### config.mk
export PLATFORM = sky130hd
export DESIGN_NAME = ct3_timer
export DESIGN_NICKNAME = d
export VERILOG_FILES = /design/src/ct3_pkg.sv /design/src/ct3_timer.sv
export SDC_FILE = /design/constraint.sdc
export NUM_CORES = 1
export LEC_CHECK = 0
export BUFFER_PORTS_ARGS = -buffer_cell sky130_fd_sc_hd__buf_2
export CAP_MARGIN = 0
export CELL_PAD_IN_SITES_DETAIL_PLACEMENT = 2
export CELL_PAD_IN_SITES_GLOBAL_PLACEMENT = 2
export CORE_UTILIZATION = 31
export CTS_BUF_LIST = sky130_fd_sc_hd__clkbuf_4 sky130_fd_sc_hd__clkbuf_8
export DETAILED_ROUTE_END_ITERATION = 10
export PLACE_DENSITY_LB_ADDON = 0.1
export SLEW_MARGIN = 25
export SYNTH_ARGS = -nofsm -noshare
export SYNTH_HDL_FRONTEND = slang
export SYNTH_SLANG_ARGS = --single-unit
### constraint.sdc
create_clock -name mclk -period 2.1 [get_ports mclk]
set_clock_uncertainty 0.1 [all_clocks]
set_input_delay 0.105 -clock mclk [delete_from_list [all_inputs] [get_ports mclk]]
set_output_delay 0.105 -clock mclk [all_outputs]
set_load 0.03 [all_outputs]
### src/ct3_pkg.sv
// Constants and types for the third countdown timer block
// Function
// [RULE1] Halt-on-receive bit stops timer after nibble
// [RULE2] Halt-on-receive ignored in trimming modes
// [RULE3] Start source 00b never starts automatically
// [RULE4] Start source 01b starts at transmission end
// [RULE5] Source 10b trims oscillator, no underflow
// [RULE6] Source 11b trims oscillator, underflow allowed
// [RULE7] Reload-at-zero set reloads and keeps counting
// [RULE8] Reload-at-zero clear stops after underflow
// [RULE9] Every underflow sets the interrupt flag
// [RULE10] Clock select 00b/01b picks system/carrier tick
// [RULE11] Clock select 10b/11b cascades sibling underflows
// [RULE12] Start event loads counter from reload value
// [RULE13] Reload writes wait for next start event; here a reload at zero also takes the new value
// [RULE14] Software avoids reading count during reception
// [RULE15] Card detection uses timer for field-on time
// [RULE16] Counter decrements one per tick, underflows from zero
// [RULE17] Reserved control bits read zero, ignore writes
package ct3_pkg;
   localparam int ADDR_W = 8;
   localparam int DATA_W = 32;
   localparam int CNT_W  = 16;
   // Register indices; byte address is four times the index
   localparam logic [7:0] IDX_CTRL     = 8'h1e;
   localparam logic [7:0] IDX_RLD_HI   = 8'h1f;
   localparam logic [7:0] IDX_RLD_LO   = 8'h20;
   localparam logic [7:0] IDX_CNT_HI   = 8'h21;
   localparam logic [7:0] IDX_CNT_LO   = 8'h22;
   localparam logic [7:0] IDX_STATUS   = 8'h30;
   localparam logic [7:0] IDX_MASK     = 8'h31;
   localparam logic [7:0] IDX_COMMAND  = 8'h32;
   // Control fields
   localparam int CTRL_HALT    = 7;
   localparam int CTRL_SRC_HI  = 5;
   localparam int CTRL_SRC_LO  = 4;
   localparam int CTRL_AUTO    = 3;
   localparam int CTRL_CLK_HI  = 1;
   localparam int CTRL_CLK_LO  = 0;
   localparam logic [7:0] CTRL_WMASK = 8'hbb;
   localparam logic [7:0] CTRL_RESET = 8'h00;
   localparam logic [15:0] RELOAD_RESET = 16'h0000;
   // Start sources and clock codes
   localparam logic [1:0] SRC_NONE     = 2'h0;
   localparam logic [1:0] SRC_TX_END   = 2'h1;
   localparam logic [1:0] SRC_TRIM     = 2'h2;
   localparam logic [1:0] SRC_TRIM_UF  = 2'h3;
   localparam logic [1:0] CLK_SYS      = 2'h0;
   localparam logic [1:0] CLK_CARRIER  = 2'h1;
   localparam logic [1:0] CLK_T0_UF    = 2'h2;
   localparam logic [1:0] CLK_T1_UF    = 2'h3;
   // Status / mask / command bits
   localparam int ST_UNDERFLOW = 0;
   localparam int ST_RX_HALT   = 1;
   localparam int ST_TRIM_DONE = 2;
   localparam int ST_W         = 3;
   localparam int CMD_START    = 0;
   localparam int CMD_STOP     = 1;
   // AXI responses
   localparam logic [1:0] RESP_OKAY   = 2'h0;
   localparam logic [1:0] RESP_SLVERR = 2'h2;
   typedef enum logic {CT3_IDLE, CT3_RUN} ct3_state_e;
endpackage : ct3_pkg

### src/ct3_timer.sv
// Third countdown timer with AXI4-Lite register access
//
// Design decision made here: register access over AXI4-Lite.
`timescale 1ns/1ps
module ct3_timer
#(
   parameter int CNT_W = 16
)
(
   input  wire logic                       mclk,
   input  wire logic                       rst_b,
   input  wire logic [ct3_pkg::ADDR_W-1:0] s_axi_awaddr,
   input  wire logic                       s_axi_awvalid,
   output logic                            s_axi_awready,
   input  wire logic [ct3_pkg::DATA_W-1:0] s_axi_wdata,
   input  wire logic [3:0]                 s_axi_wstrb,
   input  wire logic                       s_axi_wvalid,
   output logic                            s_axi_wready,
   output logic [1:0]                      s_axi_bresp,
   output logic                            s_axi_bvalid,
   input  wire logic                       s_axi_bready,
   input  wire logic [ct3_pkg::ADDR_W-1:0] s_axi_araddr,
   input  wire logic                       s_axi_arvalid,
   output logic                            s_axi_arready,
   output logic [ct3_pkg::DATA_W-1:0]      s_axi_rdata,
   output logic [1:0]                      s_axi_rresp,
   output logic                            s_axi_rvalid,
   input  wire logic                       s_axi_rready,
   input  wire logic                       sys_tick,
   input  wire logic                       carrier_tick,
   input  wire logic                       timer_zero_underflow,
   input  wire logic                       timer_one_underflow,
   input  wire logic                       tx_end,
   input  wire logic                       rx_first_nibble,
   input  wire logic                       lpcd_start,
   input  wire logic                       low_frequency_oscillator,
   output logic                            underflow_pulse,
   output logic                            timer_running,
   output logic                            lpcd_field_on,
   output logic                            irq
);

   logic [7:0]              ctrl_reg;
   logic [CNT_W-1:0]        reload_reg;
   logic [CNT_W-1:0]        count_reg;
   logic [ct3_pkg::ST_W-1:0] status_reg;
   logic [ct3_pkg::ST_W-1:0] mask_reg;
   ct3_pkg::ct3_state_e     state_reg;
   logic                    field_reg;
   logic                    uf_reg;

   // Bus holding registers
   logic                       aw_full_reg;
   logic                       w_full_reg;
   logic [ct3_pkg::ADDR_W-1:0] aw_addr_reg;
   logic [ct3_pkg::DATA_W-1:0] w_data_reg;
   logic [3:0]                 w_strb_reg;
   logic                       bvalid_reg;
   logic [1:0]                 bresp_reg;
   logic                       rvalid_reg;
   logic [1:0]                 rresp_reg;
   logic [ct3_pkg::DATA_W-1:0] rdata_reg;

   // Oscillator pin synchroniser; second and third stage must agree
   logic lfo_s1_reg;
   logic lfo_s2_reg;
   logic lfo_s3_reg;
   logic lfo_lvl_reg;
   logic lfo_edge;

   always_ff @(posedge mclk or negedge rst_b)
   begin
      if (!rst_b)
      begin
         lfo_s1_reg  <= 1'b0;
         lfo_s2_reg  <= 1'b0;
         lfo_s3_reg  <= 1'b0;
         lfo_lvl_reg <= 1'b0;
      end
      else
      begin
         lfo_s1_reg <= low_frequency_oscillator;
         lfo_s2_reg <= lfo_s1_reg;
         lfo_s3_reg <= lfo_s2_reg;
         if (lfo_s2_reg == lfo_s3_reg)
            lfo_lvl_reg <= lfo_s3_reg;
      end
   end

   assign lfo_edge = (lfo_s2_reg == lfo_s3_reg) && lfo_s3_reg && !lfo_lvl_reg;

   // Control field decode
   logic [1:0] src;
   logic [1:0] clk_sel;
   logic       trim_mode;
   logic       running;
   assign src       = ctrl_reg[ct3_pkg::CTRL_SRC_HI:ct3_pkg::CTRL_SRC_LO];
   assign clk_sel   = ctrl_reg[ct3_pkg::CTRL_CLK_HI:ct3_pkg::CTRL_CLK_LO];
   assign trim_mode = src[1];
   assign running   = (state_reg == ct3_pkg::CT3_RUN);

   // Count tick selection
   logic tick;
   always_comb
   begin
      case (clk_sel)
         ct3_pkg::CLK_SYS:     tick = sys_tick;             // see [RULE10]
         ct3_pkg::CLK_CARRIER: tick = carrier_tick;         // see [RULE10]
         ct3_pkg::CLK_T0_UF:   tick = timer_zero_underflow; // see [RULE11]
         ct3_pkg::CLK_T1_UF:   tick = timer_one_underflow;  // see [RULE11]
         default:              tick = 1'b0;
      endcase
   end

   // Register write decode
   logic                       wr_fire;
   logic [7:0]                 wr_idx;
   logic                       wr_lane;
   logic                       wr_map;
   logic                       sw_start;
   logic                       sw_stop;
   assign wr_fire = aw_full_reg && w_full_reg && !bvalid_reg;
   assign wr_idx  = 8'(aw_addr_reg[ct3_pkg::ADDR_W-1:2]);
   assign wr_lane = w_strb_reg[0];
   // Two contiguous index runs: timer bytes, then status/mask/command
   assign wr_map  = (aw_addr_reg[1:0] == 2'h0) &&
                    ((wr_idx >= ct3_pkg::IDX_CTRL &&
                      wr_idx <= ct3_pkg::IDX_CNT_LO) ||
                     (wr_idx >= ct3_pkg::IDX_STATUS &&
                      wr_idx <= ct3_pkg::IDX_COMMAND));
   assign sw_start = wr_fire && wr_lane && wr_idx == ct3_pkg::IDX_COMMAND &&
                     w_data_reg[ct3_pkg::CMD_START];
   assign sw_stop  = wr_fire && wr_lane && wr_idx == ct3_pkg::IDX_COMMAND &&
                     w_data_reg[ct3_pkg::CMD_STOP];

   // Timer events
   logic rx_halt;
   logic trim_start;
   logic trim_stop;
   logic start_evt;
   logic uf;
   assign rx_halt    = running && ctrl_reg[ct3_pkg::CTRL_HALT] &&
                       !trim_mode && rx_first_nibble;     // see [RULE1] [RULE2]
   assign trim_start = trim_mode && lfo_edge && !running; // see [RULE5] [RULE6]
   assign trim_stop  = trim_mode && lfo_edge && running;  // see [RULE5] [RULE6]
   assign start_evt  = sw_start || lpcd_start || trim_start ||
                       (src == ct3_pkg::SRC_TX_END && tx_end); // see [RULE3] [RULE4]
   // Measurement mode without underflow parks at zero instead
   assign uf = running && tick && count_reg == '0 &&
               src != ct3_pkg::SRC_TRIM;                  // see [RULE16]

   // Countdown core; stops beat starts in the same cycle
   always_ff @(posedge mclk or negedge rst_b)
   begin
      if (!rst_b)
      begin
         state_reg <= ct3_pkg::CT3_IDLE;
         count_reg <= '0;
      end
      else if (rx_halt || sw_stop || trim_stop)
         state_reg <= ct3_pkg::CT3_IDLE;                  // see [RULE1]
      else if (start_evt)
      begin
         state_reg <= ct3_pkg::CT3_RUN;
         count_reg <= reload_reg;                         // see [RULE12]
      end
      else if (running && tick)
      begin
         if (count_reg != '0)
            count_reg <= count_reg - 1'b1;                // see [RULE16]
         else if (uf && ctrl_reg[ct3_pkg::CTRL_AUTO])
            count_reg <= reload_reg;                      // see [RULE7]
         else if (uf)
            state_reg <= ct3_pkg::CT3_IDLE;               // see [RULE8]
      end
   end

   always_ff @(posedge mclk or negedge rst_b)
   begin
      if (!rst_b)
         uf_reg <= 1'b0;
      else
         uf_reg <= uf;
   end

   // Card detection field stays on while its countdown runs
   always_ff @(posedge mclk or negedge rst_b)
   begin
      if (!rst_b)
         field_reg <= 1'b0;
      else if (lpcd_start)
         field_reg <= 1'b1;                               // see [RULE15]
      else if (!running)
         field_reg <= 1'b0;                               // see [RULE15]
   end

   // Software registers; reload writes never touch the live count
   always_ff @(posedge mclk or negedge rst_b)
   begin
      if (!rst_b)
      begin
         ctrl_reg   <= ct3_pkg::CTRL_RESET;
         reload_reg <= ct3_pkg::RELOAD_RESET;
         mask_reg   <= '0;
      end
      else if (wr_fire && wr_lane)
      begin
         case (wr_idx)
            ct3_pkg::IDX_CTRL:
               ctrl_reg <= w_data_reg[7:0] & ct3_pkg::CTRL_WMASK; // see [RULE17]
            ct3_pkg::IDX_RLD_HI:
               reload_reg[CNT_W-1:8] <= w_data_reg[CNT_W-9:0];    // see [RULE13]
            ct3_pkg::IDX_RLD_LO:
               reload_reg[7:0] <= w_data_reg[7:0];                // see [RULE13]
            ct3_pkg::IDX_MASK:
               mask_reg <= w_data_reg[ct3_pkg::ST_W-1:0];
            default:
               mask_reg <= mask_reg;
         endcase
      end
   end

   // Sticky status, write one to clear; a new event wins over the clear
   logic [ct3_pkg::ST_W-1:0] st_set;
   logic [ct3_pkg::ST_W-1:0] st_clr;
   always_comb
   begin
      st_set = '0;
      st_set[ct3_pkg::ST_UNDERFLOW] = uf;                 // see [RULE9]
      st_set[ct3_pkg::ST_RX_HALT]   = rx_halt;
      st_set[ct3_pkg::ST_TRIM_DONE] = trim_stop;
      st_clr = '0;
      if (wr_fire && wr_lane && wr_idx == ct3_pkg::IDX_STATUS)
         st_clr = w_data_reg[ct3_pkg::ST_W-1:0];
   end

   always_ff @(posedge mclk or negedge rst_b)
   begin
      if (!rst_b)
         status_reg <= '0;
      else
         status_reg <= (status_reg & ~st_clr) | st_set;
   end

   // Write channels taken in either order, response after both
   always_ff @(posedge mclk or negedge rst_b)
   begin
      if (!rst_b)
      begin
         aw_full_reg <= 1'b0;
         w_full_reg  <= 1'b0;
         aw_addr_reg <= '0;
         w_data_reg  <= '0;
         w_strb_reg  <= '0;
         bvalid_reg  <= 1'b0;
         bresp_reg   <= ct3_pkg::RESP_OKAY;
      end
      else
      begin
         if (s_axi_awvalid && s_axi_awready)
         begin
            aw_full_reg <= 1'b1;
            aw_addr_reg <= s_axi_awaddr;
         end
         if (s_axi_wvalid && s_axi_wready)
         begin
            w_full_reg <= 1'b1;
            w_data_reg <= s_axi_wdata;
            w_strb_reg <= s_axi_wstrb;
         end
         if (wr_fire)
         begin
            aw_full_reg <= 1'b0;
            w_full_reg  <= 1'b0;
            bvalid_reg  <= 1'b1;
            bresp_reg   <= wr_map ? ct3_pkg::RESP_OKAY : ct3_pkg::RESP_SLVERR;
         end
         else if (bvalid_reg && s_axi_bready)
            bvalid_reg <= 1'b0;
      end
   end

   assign s_axi_awready = !aw_full_reg && !bvalid_reg;
   assign s_axi_wready  = !w_full_reg && !bvalid_reg;
   assign s_axi_bvalid  = bvalid_reg;
   assign s_axi_bresp   = bresp_reg;

   // Read channel; live count bytes may tear during reception
   logic [7:0]                 rd_idx;
   logic [ct3_pkg::DATA_W-1:0] rd_val;
   logic                       rd_ok;
   assign rd_idx = 8'(s_axi_araddr[ct3_pkg::ADDR_W-1:2]);
   always_comb
   begin
      rd_val = '0;
      rd_ok  = (s_axi_araddr[1:0] == 2'h0);
      case (rd_idx)
         ct3_pkg::IDX_CTRL:    rd_val[7:0] = ctrl_reg;
         ct3_pkg::IDX_RLD_HI:  rd_val[7:0] = reload_reg[CNT_W-1:8];
         ct3_pkg::IDX_RLD_LO:  rd_val[7:0] = reload_reg[7:0];
         ct3_pkg::IDX_CNT_HI:  rd_val[7:0] = count_reg[CNT_W-1:8]; // see [RULE14]
         ct3_pkg::IDX_CNT_LO:  rd_val[7:0] = count_reg[7:0];       // see [RULE14]
         ct3_pkg::IDX_STATUS:  rd_val[ct3_pkg::ST_W-1:0] = status_reg;
         ct3_pkg::IDX_MASK:    rd_val[ct3_pkg::ST_W-1:0] = mask_reg;
         ct3_pkg::IDX_COMMAND: rd_val[0] = running;
         default:              rd_ok = 1'b0;
      endcase
      if (!rd_ok)
         rd_val = '0;
   end

   always_ff @(posedge mclk or negedge rst_b)
   begin
      if (!rst_b)
      begin
         rvalid_reg <= 1'b0;
         rdata_reg  <= '0;
         rresp_reg  <= ct3_pkg::RESP_OKAY;
      end
      else if (s_axi_arvalid && s_axi_arready)
      begin
         rvalid_reg <= 1'b1;
         rdata_reg  <= rd_val;
         rresp_reg  <= rd_ok ? ct3_pkg::RESP_OKAY : ct3_pkg::RESP_SLVERR;
      end
      else if (rvalid_reg && s_axi_rready)
         rvalid_reg <= 1'b0;
   end

   assign s_axi_arready = !rvalid_reg;
   assign s_axi_rvalid  = rvalid_reg;
   assign s_axi_rdata   = rdata_reg;
   assign s_axi_rresp   = rresp_reg;

   assign underflow_pulse = uf_reg;
   assign timer_running   = running;
   assign lpcd_field_on   = field_reg;
   assign irq             = |(status_reg & mask_reg);
endmodule : ct3_timer

==> results of run 1 <==
==> logic make-up after synthesis <==
logic type	count (synthesis)
buf+inv	65
simple gates	120
compound gates	84
flops	82
mux	72
fa+ha+maj	3
other cells	1
==> layout by cell type (no fill, tap or decap), types with 5 or more instances in the layout <==
cell type      instances
o21ai_0               11
mux2i_1               22
buf_6                 19
nor2_1                17
dfrtp_1               82
mux2_2                47
a221oi_2               5
o211ai_1               6
a21oi_1                5
a221oi_1               6
dlygate4sd3_1         26
clkbuf_8              11
nand3_1                8
conb_1                26
inv_1                 11
buf_4                 94
nor3b_1                5
nand2_1               30
nor3_1                 7
o22ai_1                6
buf_2                 57
nand4_1                7
==> worst max-delay path, delay by kind of cell (launching register included) <==
| kind | cells | cell delay (ns) |
|---|---|---|
| adder cells (fa/ha/maj) | 1 | 0.18 |
| flip-flops | 1 | 0.39 |
| AO/OA/AOI/OAI | 3 | 0.52 |
| AND/OR/NAND/NOR | 2 | 0.30 |
| buffers and inverters | 4 | 0.50 |
==> power by group through the flow <==
stage                     clock network, mW  logic [mW]  registers, mW
after floorplan                           0        1.85           2.57
after global placement                    0        3.38           2.57
after detailed placement                  0        3.49           2.60
after CTS                              1.31        3.85           2.58
after global routing                   1.36        4.62           2.67
final                                  1.27        4.31           2.61
==> per-stage QoR <==
stage | worst slack, ns | area [um2] | utilization, %
6_report | -0.02180 | 6620 | 45.72
5_1_grt | -0.08538 | 6620 | 45.72
4_1_cts | -0.03477 | 6309 | 43.57
3_5_place_dp | -0.4825 | 5535 | 38.23
3_3_place_gp | -0.3607 | 5535 | 38.23
2_1_floorplan | 0.006477 | 4683 | -
==> layout make-up <==
cell class	instances	area [um2]	share of cell area, %
Inverter	14	52.55	0.7938
Clock buffer	11	151.4	2.287
Timing Repair Buffer	201	1555	23.49
Clock inverter	5	60.06	0.9072
Tap cell	184	230.2	3.478
Multi-Input combinational cell	306	2519	38.05
Sequential cell	82	2052	31.00
==> how the worst max path moves through the flow <==
stage                             from            end  slack, ns  cells past startpoint
after floorplan           count_reg[0]  count_reg[13]      0.006                     10
after global placement    count_reg[0]   count_reg[7]      -0.36                      8
after detailed placement  count_reg[0]   count_reg[6]      -0.48                      8
after CTS                 count_reg[1]  count_reg[10]      -0.03                      9
after global routing      count_reg[4]  count_reg[15]      -0.09                      9
final                     count_reg[0]  count_reg[14]      -0.02                     10
==> cell usage after synthesis (3+ instances only) <==
cell	n	area (um2)
dfrtp_1	82	2052
mux2_2	47	529.3
nand2_1	32	120.1
buf_4	29	217.7
mux2i_1	24	240.2
nor2_1	17	63.81
inv_1	14	52.55
o21ai_0	12	60.06
a221oi_1	11	96.34
buf_2	9	45.04
nor3_1	9	45.04
clkbuf_1	8	30.03
nand3_1	8	40.04
a2bb2oi_1	7	61.31
nand4_1	7	43.79
nor4_1	6	37.54
o211ai_1	6	45.04
o22ai_1	6	37.54
a21o_1	5	37.54
a21oi_1	5	25.02
a31oi_1	5	31.28
and3_1	5	31.28
nor3b_1	5	37.54
a21boi_0	4	30.03
and2_1	4	25.02
nor2b_1	4	25.02
ha_1	3	37.54
o21ai_1	3	15.01
or3_1	3	18.77
==> routing by layer <==
metal / routed length (um) / GRT usage [%]
met1: 7465 / 29.77
met2: 8756 / 39.72
met3: 451 / 3.022
met4: 326 / 8.810
met5: 0 / 0
==> timing repair <==
| item | in CTS | in global routing |
|---|---|---|
| pin swaps | 15 | 25 |
| setup endpoints to repair | 16 | 26 |
| hold endpoints to repair | 90 | 0 |
| hold buffers | 26 | 0 |
| setup buffers | 19 | 12 |
| cloned | 1 | 0 |
| resized for setup | 29 | 47 |
==> impl_metrics.ini, run 1 <==
[drt]
wl_um = 17000
avgViaCountPerCell = 5.204
drtPass1Iterations = 4
vias = 4179
ant_nets = 0
dr.first_iter.drc_count = 146
wl_per_cell_um = 21.17
drc = 0

[setup_path]
reg2reg_to = count_reg[14]
crit_chain = inv_2 > ha_1 > nor3b_1 > and4_4 > buf_6 > a21o_4 > buf_8 > a21oi_4 > buf_6 > a2bb2oi_1
startpoint_type = flip-flop
cp_data_required_time_ns = 2.25
arrival_ns = 2.27
crit_slowest_cell = dfrtp_1
reg2reg_depth = 10
crit_fanout = 5
crit_path_end_kind = flip-flop
ff2ff_setup_slack_ns = -0.02
critPathMaxStageDelay_ns = 0.39
cpMostUsedCell = buf_6
r2r-start = count_reg[0]
path_class = flip-flop to flip-flop

[sta]
max_freq_mhz = 471.3
holdWs_ns = 0.01922
fin_tns_setup_ns = -0.05122
rsz0062_at_grt = true
slew_viol_final = 0
final_hold_viol_count = 0
min_period_ns = 2.122
relSlewSlack_pct = 61.06
fin_ws_ns = -0.02180
setup_viol = 4
tightest_slew_ns = 0.5840
finalCritPeriodShare_pct = 101.0

[pwr]
p_int_mw = 4.884
pwr_density_cell_nw_per_um2 = 1236
vdd_drop_max_uv = 539.2
swShare_pct = 40.31
total_power_mw = 8.182
switchingPower_mw = 3.298
combPwrFrac_pct = 52.6
seq_power_share_pct = 31.9
p_leak_nw = 3.073
p_clk_share_pct = 15.5

[yosys]
synth_top_family_by_area = multiplexers
synth_seq_cells = 82
syn_avg_cell_area_um2 = 10.74
synth-edff-count = 0
synth_flop_cell = dfrtp_1
syn_inst = 427
ys_seq_area_share_pct = 44.76
synth-simple-area-share_pct = 14.87
synthDistinctLibCells = 67
synthAdderAreaFrac_pct = 0.8188
yosysWarningCount = 0
synth_compound_area_share_pct = 13.86
synthArstFlopShare_pct = 100.0
synth-xor-area-share_pct = 0
yosys-mux-area-fraction_pct = 17.28
synth_area_um2 = 4584

[final_layout]
fin_cells = 803
n_antenna_cell = 0
num-fill-cells = 1528
area_growth_pct = 44.41
drive_gt1_share_pct = 47.01
final_nets = 684

[die]
die_h_um = 123.6
io_pins = 112
die_x_um = 123.6
core_um2 = 14480
die_area_um2 = 15280
std_cell_rows = 44
initial_core_util_pct = 31.66

[clock_network]
cts-htree-levels = 3
cts_tree = built
cts_buffers = 9
cts_sinks = 82
clockRootBuffer = clkbuf_8
clockBufferDepth = 2
clk_latency_ns = 0.38
clkTransAtPathRegs_ns = 0.09

[placed_design]
gp_congestion = 0.8264
numPlacedInstances = 729
buffer_ports.inserted = 58
hpwl_um = 11850

[global_route]
grt-ovfl-total = 0
grt_pass1_wl_um = 25430
antenna_found_initial = 0
grt.total_usage_pct = 23.24
grt_start_max_net_pins = 38
grt_pass1_vias = 4319

[run_status]
violations = negative setup slack
outcome = finished with violations

[run]
maxCapViolations = 0

[worst_hold_path]
hold_path_end = s_axi_rdata[0]
holdPathStages = 4
holdCritStartpoint = s_axi_arvalid
hp-class = input port to flip-flop
(Power assumes the default switching activity.)
==> run 2: changes to the inputs <==
--- a/config.mk
+++ b/config.mk
@@ -5,6 +5,7 @@
 export SDC_FILE = /design/constraint.sdc
 export NUM_CORES = 1
 export LEC_CHECK = 0
+export ABC_AREA = 1
 export BUFFER_PORTS_ARGS = -buffer_cell sky130_fd_sc_hd__buf_2
 export CAP_MARGIN = 0
 export CELL_PAD_IN_SITES_DETAIL_PLACEMENT = 2
==> constraint.sdc (replaced) <==
create_clock -name mclk -period 2.4 [get_ports mclk]
set_clock_uncertainty 0.1 [all_clocks]
set_input_delay 0.12 -clock mclk [delete_from_list [all_inputs] [get_ports mclk]]
set_output_delay 0.12 -clock mclk [all_outputs]
set_load 0.03 [all_outputs]
==> run 2 against run 1 <==
Net effect:
- the flow now finishes without violations
- count of clock-buffer cells in the layout unchanged
- sequential share of layout area up 6.7 points
- die area grew 0.75%
- largest cell class unchanged
- design area down 18%
- first-iteration DRC count is 7.5% higher
- global-route usage shrank 2.4 points
- hold slack improved by 0.013 ns
- flip-flop and latch count unchanged
==> impl_metrics.ini, run 2 <==
[final_layout]
fin_util_pct = 37.41
final_nets = 770
mostFrequentLayoutCell = nand2_1
n_antenna_cell = 0
num-fill-cells = 1749
area_growth_pct = 17.69
drive_gt1_share_pct = 14.89
layout_common_cells = nand2_1, dfrtp_1, inv_1, nor2_1, buf_2
final_area_um2 = 5436

[yosys]
yosysWarningCount = 0
synth_common_cells = nand2_1, dfrtp_1, inv_1, nor2_1, nand3_1
ys_seq_area_share_pct = 44.42
syn_inst = 614
yosysMostFrequentCell = nand2_1
synth_area_um2 = 4619
synth_area_leader_cell = dfrtp_1
synth_seq_cells = 82
synthArstFlopShare_pct = 100.0
synth_area_leaders = dfrtp_1, nand2_1, nand3_1
synthDistinctLibCells = 37
syn_avg_cell_area_um2 = 7.524
synth-edff-count = 0
synth_flop_cell = dfrtp_1
yosysTopAreaCellShare_pct = 44.42

[worst_hold_path]
hold_path_end = underflow_pulse
hp-class = input port to flip-flop
holdCritStartpoint = sys_tick
holdPathStages = 5

[setup_path]
crit_chain = inv_1 > nand3_2 > nor2_4 > nand3_4 > nand2_4 > inv_4 > a21oi_4 > nand3_1 > nand2_1
critPathMaxStageDelay_ns = 0.43
reg2reg_depth = 9
cp_data_required_time_ns = 2.61
arrival_ns = 2.29
path_buf_inv = 2
ff2ff_setup_slack_ns = 0.32
crit_fanout = 16
startpoint_type = flip-flop
reg2reg_to = count_reg[2]
path_class = flip-flop to flip-flop
crit_path_end_kind = flip-flop
r2r-start = s_axi_bvalid
cpLargestDelayFamily = simple AND/OR/NAND/NOR gates
crit_slowest_cell = a21oi_4

[pwr]
combPwrFrac_pct = 40.6
vdd_drop_max_uv = 582.5
switchingPower_mw = 2.643
p_clk_share_pct = 17.1
pwr_density_cell_nw_per_um2 = 1041
swShare_pct = 46.70
total_power_mw = 5.659
p_leak_nw = 2.766
p_int_mw = 3.016
seq_power_share_pct = 42.3

[sta]
setup_viol = 0
max_freq_mhz = 480.6
fin_tns_setup_ns = 0
final_hold_viol_count = 0
finalCritPeriodShare_pct = 86.69
min_period_ns = 2.081
rsz0062_at_grt = false
relSlewSlack_pct = 60.05
slew_viol_final = 0
tightest_slew_ns = 0.5947

[clock_network]
clkTransAtPathRegs_ns = 0.09
cts_buffers = 9
clockRootBuffer = clkbuf_8
cts_tree = built
clk_latency_ns = 0.38
clockBufferDepth = 2
cts_resized = 0
cts_sinks = 82
cts-htree-levels = 3

[global_route]
antenna_found_initial = 0
grt_start_max_net_pins = 40
grt_pass1_wl_um = 23760
grt_pass1_vias = 4577
grt.total_usage_pct = 20.83
grt-ovfl-total = 0

[drt]
drtPass1Iterations = 4
ant_nets = 0
avgViaCountPerCell = 4.773
vias = 4243
dr.first_iter.drc_count = 157
wl_per_cell_um = 16.67
wl_um = 14820
drc = 0

[run_status]
outcome = completed

[die]
std_cell_rows = 44
die_x_um = 124.1
initial_core_util_pct = 31.78
core_um2 = 14530
die_h_um = 124.1
die_area_um2 = 15390
io_pins = 112

[placed_design]
hpwl_um = 11490
gp_congestion = 0.8166
buffer_ports.inserted = 58
place_area_um2 = 5009

[run]
maxCapViolations = 0
## run 2: final cells by class
| cell class | count | area (um2) | share of cell area [%] |
|---|---|---|---|
| clock inverter | 5 | 38.79 | 0.7135 |
| multi-input combinational | 450 | 2133 | 39.24 |
| inverter | 72 | 272.8 | 5.017 |
| clock buffer | 11 | 138.9 | 2.555 |
| tap | 184 | 230.2 | 4.235 |
| timing repair buffer | 85 | 570.5 | 10.49 |
| sequential | 82 | 2052 | 37.74 |
## run 2: logic make-up (layout without fill, tap and decap cells)
kind of cell / count (synthesis) / after routing / share of synthesized area, %
xor+xnor: 10 / 10 / 1.896
simple gates: 343 / 343 / 32.69
mux: 6 / 6 / 1.463
compound gates: 62 / 62 / 7.205
buf+inv: 107 / 173 / 11.43
flops: 82 / 82 / 44.42
fa+ha+maj: 3 / 3 / 0.8127
other cells: 1 / 26 / 0.08118
## run 2: worst reg2reg max path, stage by stage (launching register included)
cell     delay (ns)
dfrtp_1        0.42
inv_1          0.14
nand3_2        0.16
nor2_4         0.21
nand3_4        0.13
nand2_4        0.11
inv_4          0.06
a21oi_4        0.43
nand3_1        0.15
nand2_1        0.10
## run 2: layer usage
metal / routed length, um / global-route usage [%] / vias up
met4: 304 / 6.548 / 0
met2: 7539 / 37.22 / 68
met3: 432 / 4.991 / 17
li1: - / - / 2069
met5: 0 / 0 / -
met1: 6542 / 24.35 / 2089
## run 2: worst max-delay path by stage
stage | startpoint | slack (ns) | cells past startpoint | end
floorplan | s_axi_bvalid | 0.49 | 4 | aw_addr_reg[3]
global placement | count_reg[5] | 0.37 | 8 | count_reg[6]
detailed placement | count_reg[0] | 0.30 | 12 | count_reg[11]
CTS | count_reg[0] | 0.28 | 12 | count_reg[4]
global route | count_reg[0] | 0.06 | 11 | count_reg[2]
finish | s_axi_bvalid | 0.32 | 9 | count_reg[2]
## run 2: repair_timing
action	CTS	global route
hold buffers	25	0
buffers inserted	0	0
endpoints found under the hold margin	60	0
## run 2: power by group through the flow
| stage | sequential (mW) | clock, mW | combinational (mW) |
|---|---|---|---|
| after CTS | 2.40 | 1.02 | 2.34 |
| final | 2.39 | 0.969 | 2.30 |
| after detailed placement | 2.43 | 0 | 2.30 |
| after floorplan | 2.28 | 0 | 1.69 |
| after global routing | 2.46 | 1.06 | 2.61 |
| after global placement | 2.41 | 0 | 2.20 |
## run 2: per-stage QoR
stage | hold WS, ns | cells | setup slack, ns
after floorplan | -0.2756 | 639 | 0.4947
after global placement | 0.05015 | 848 | 0.3666
after detailed placement | 0.05737 | 848 | 0.2971
after CTS | 0.01063 | 889 | 0.2752
after global routing | 0.05153 | 889 | 0.05835
final | 0.03260 | 889 | 0.3195
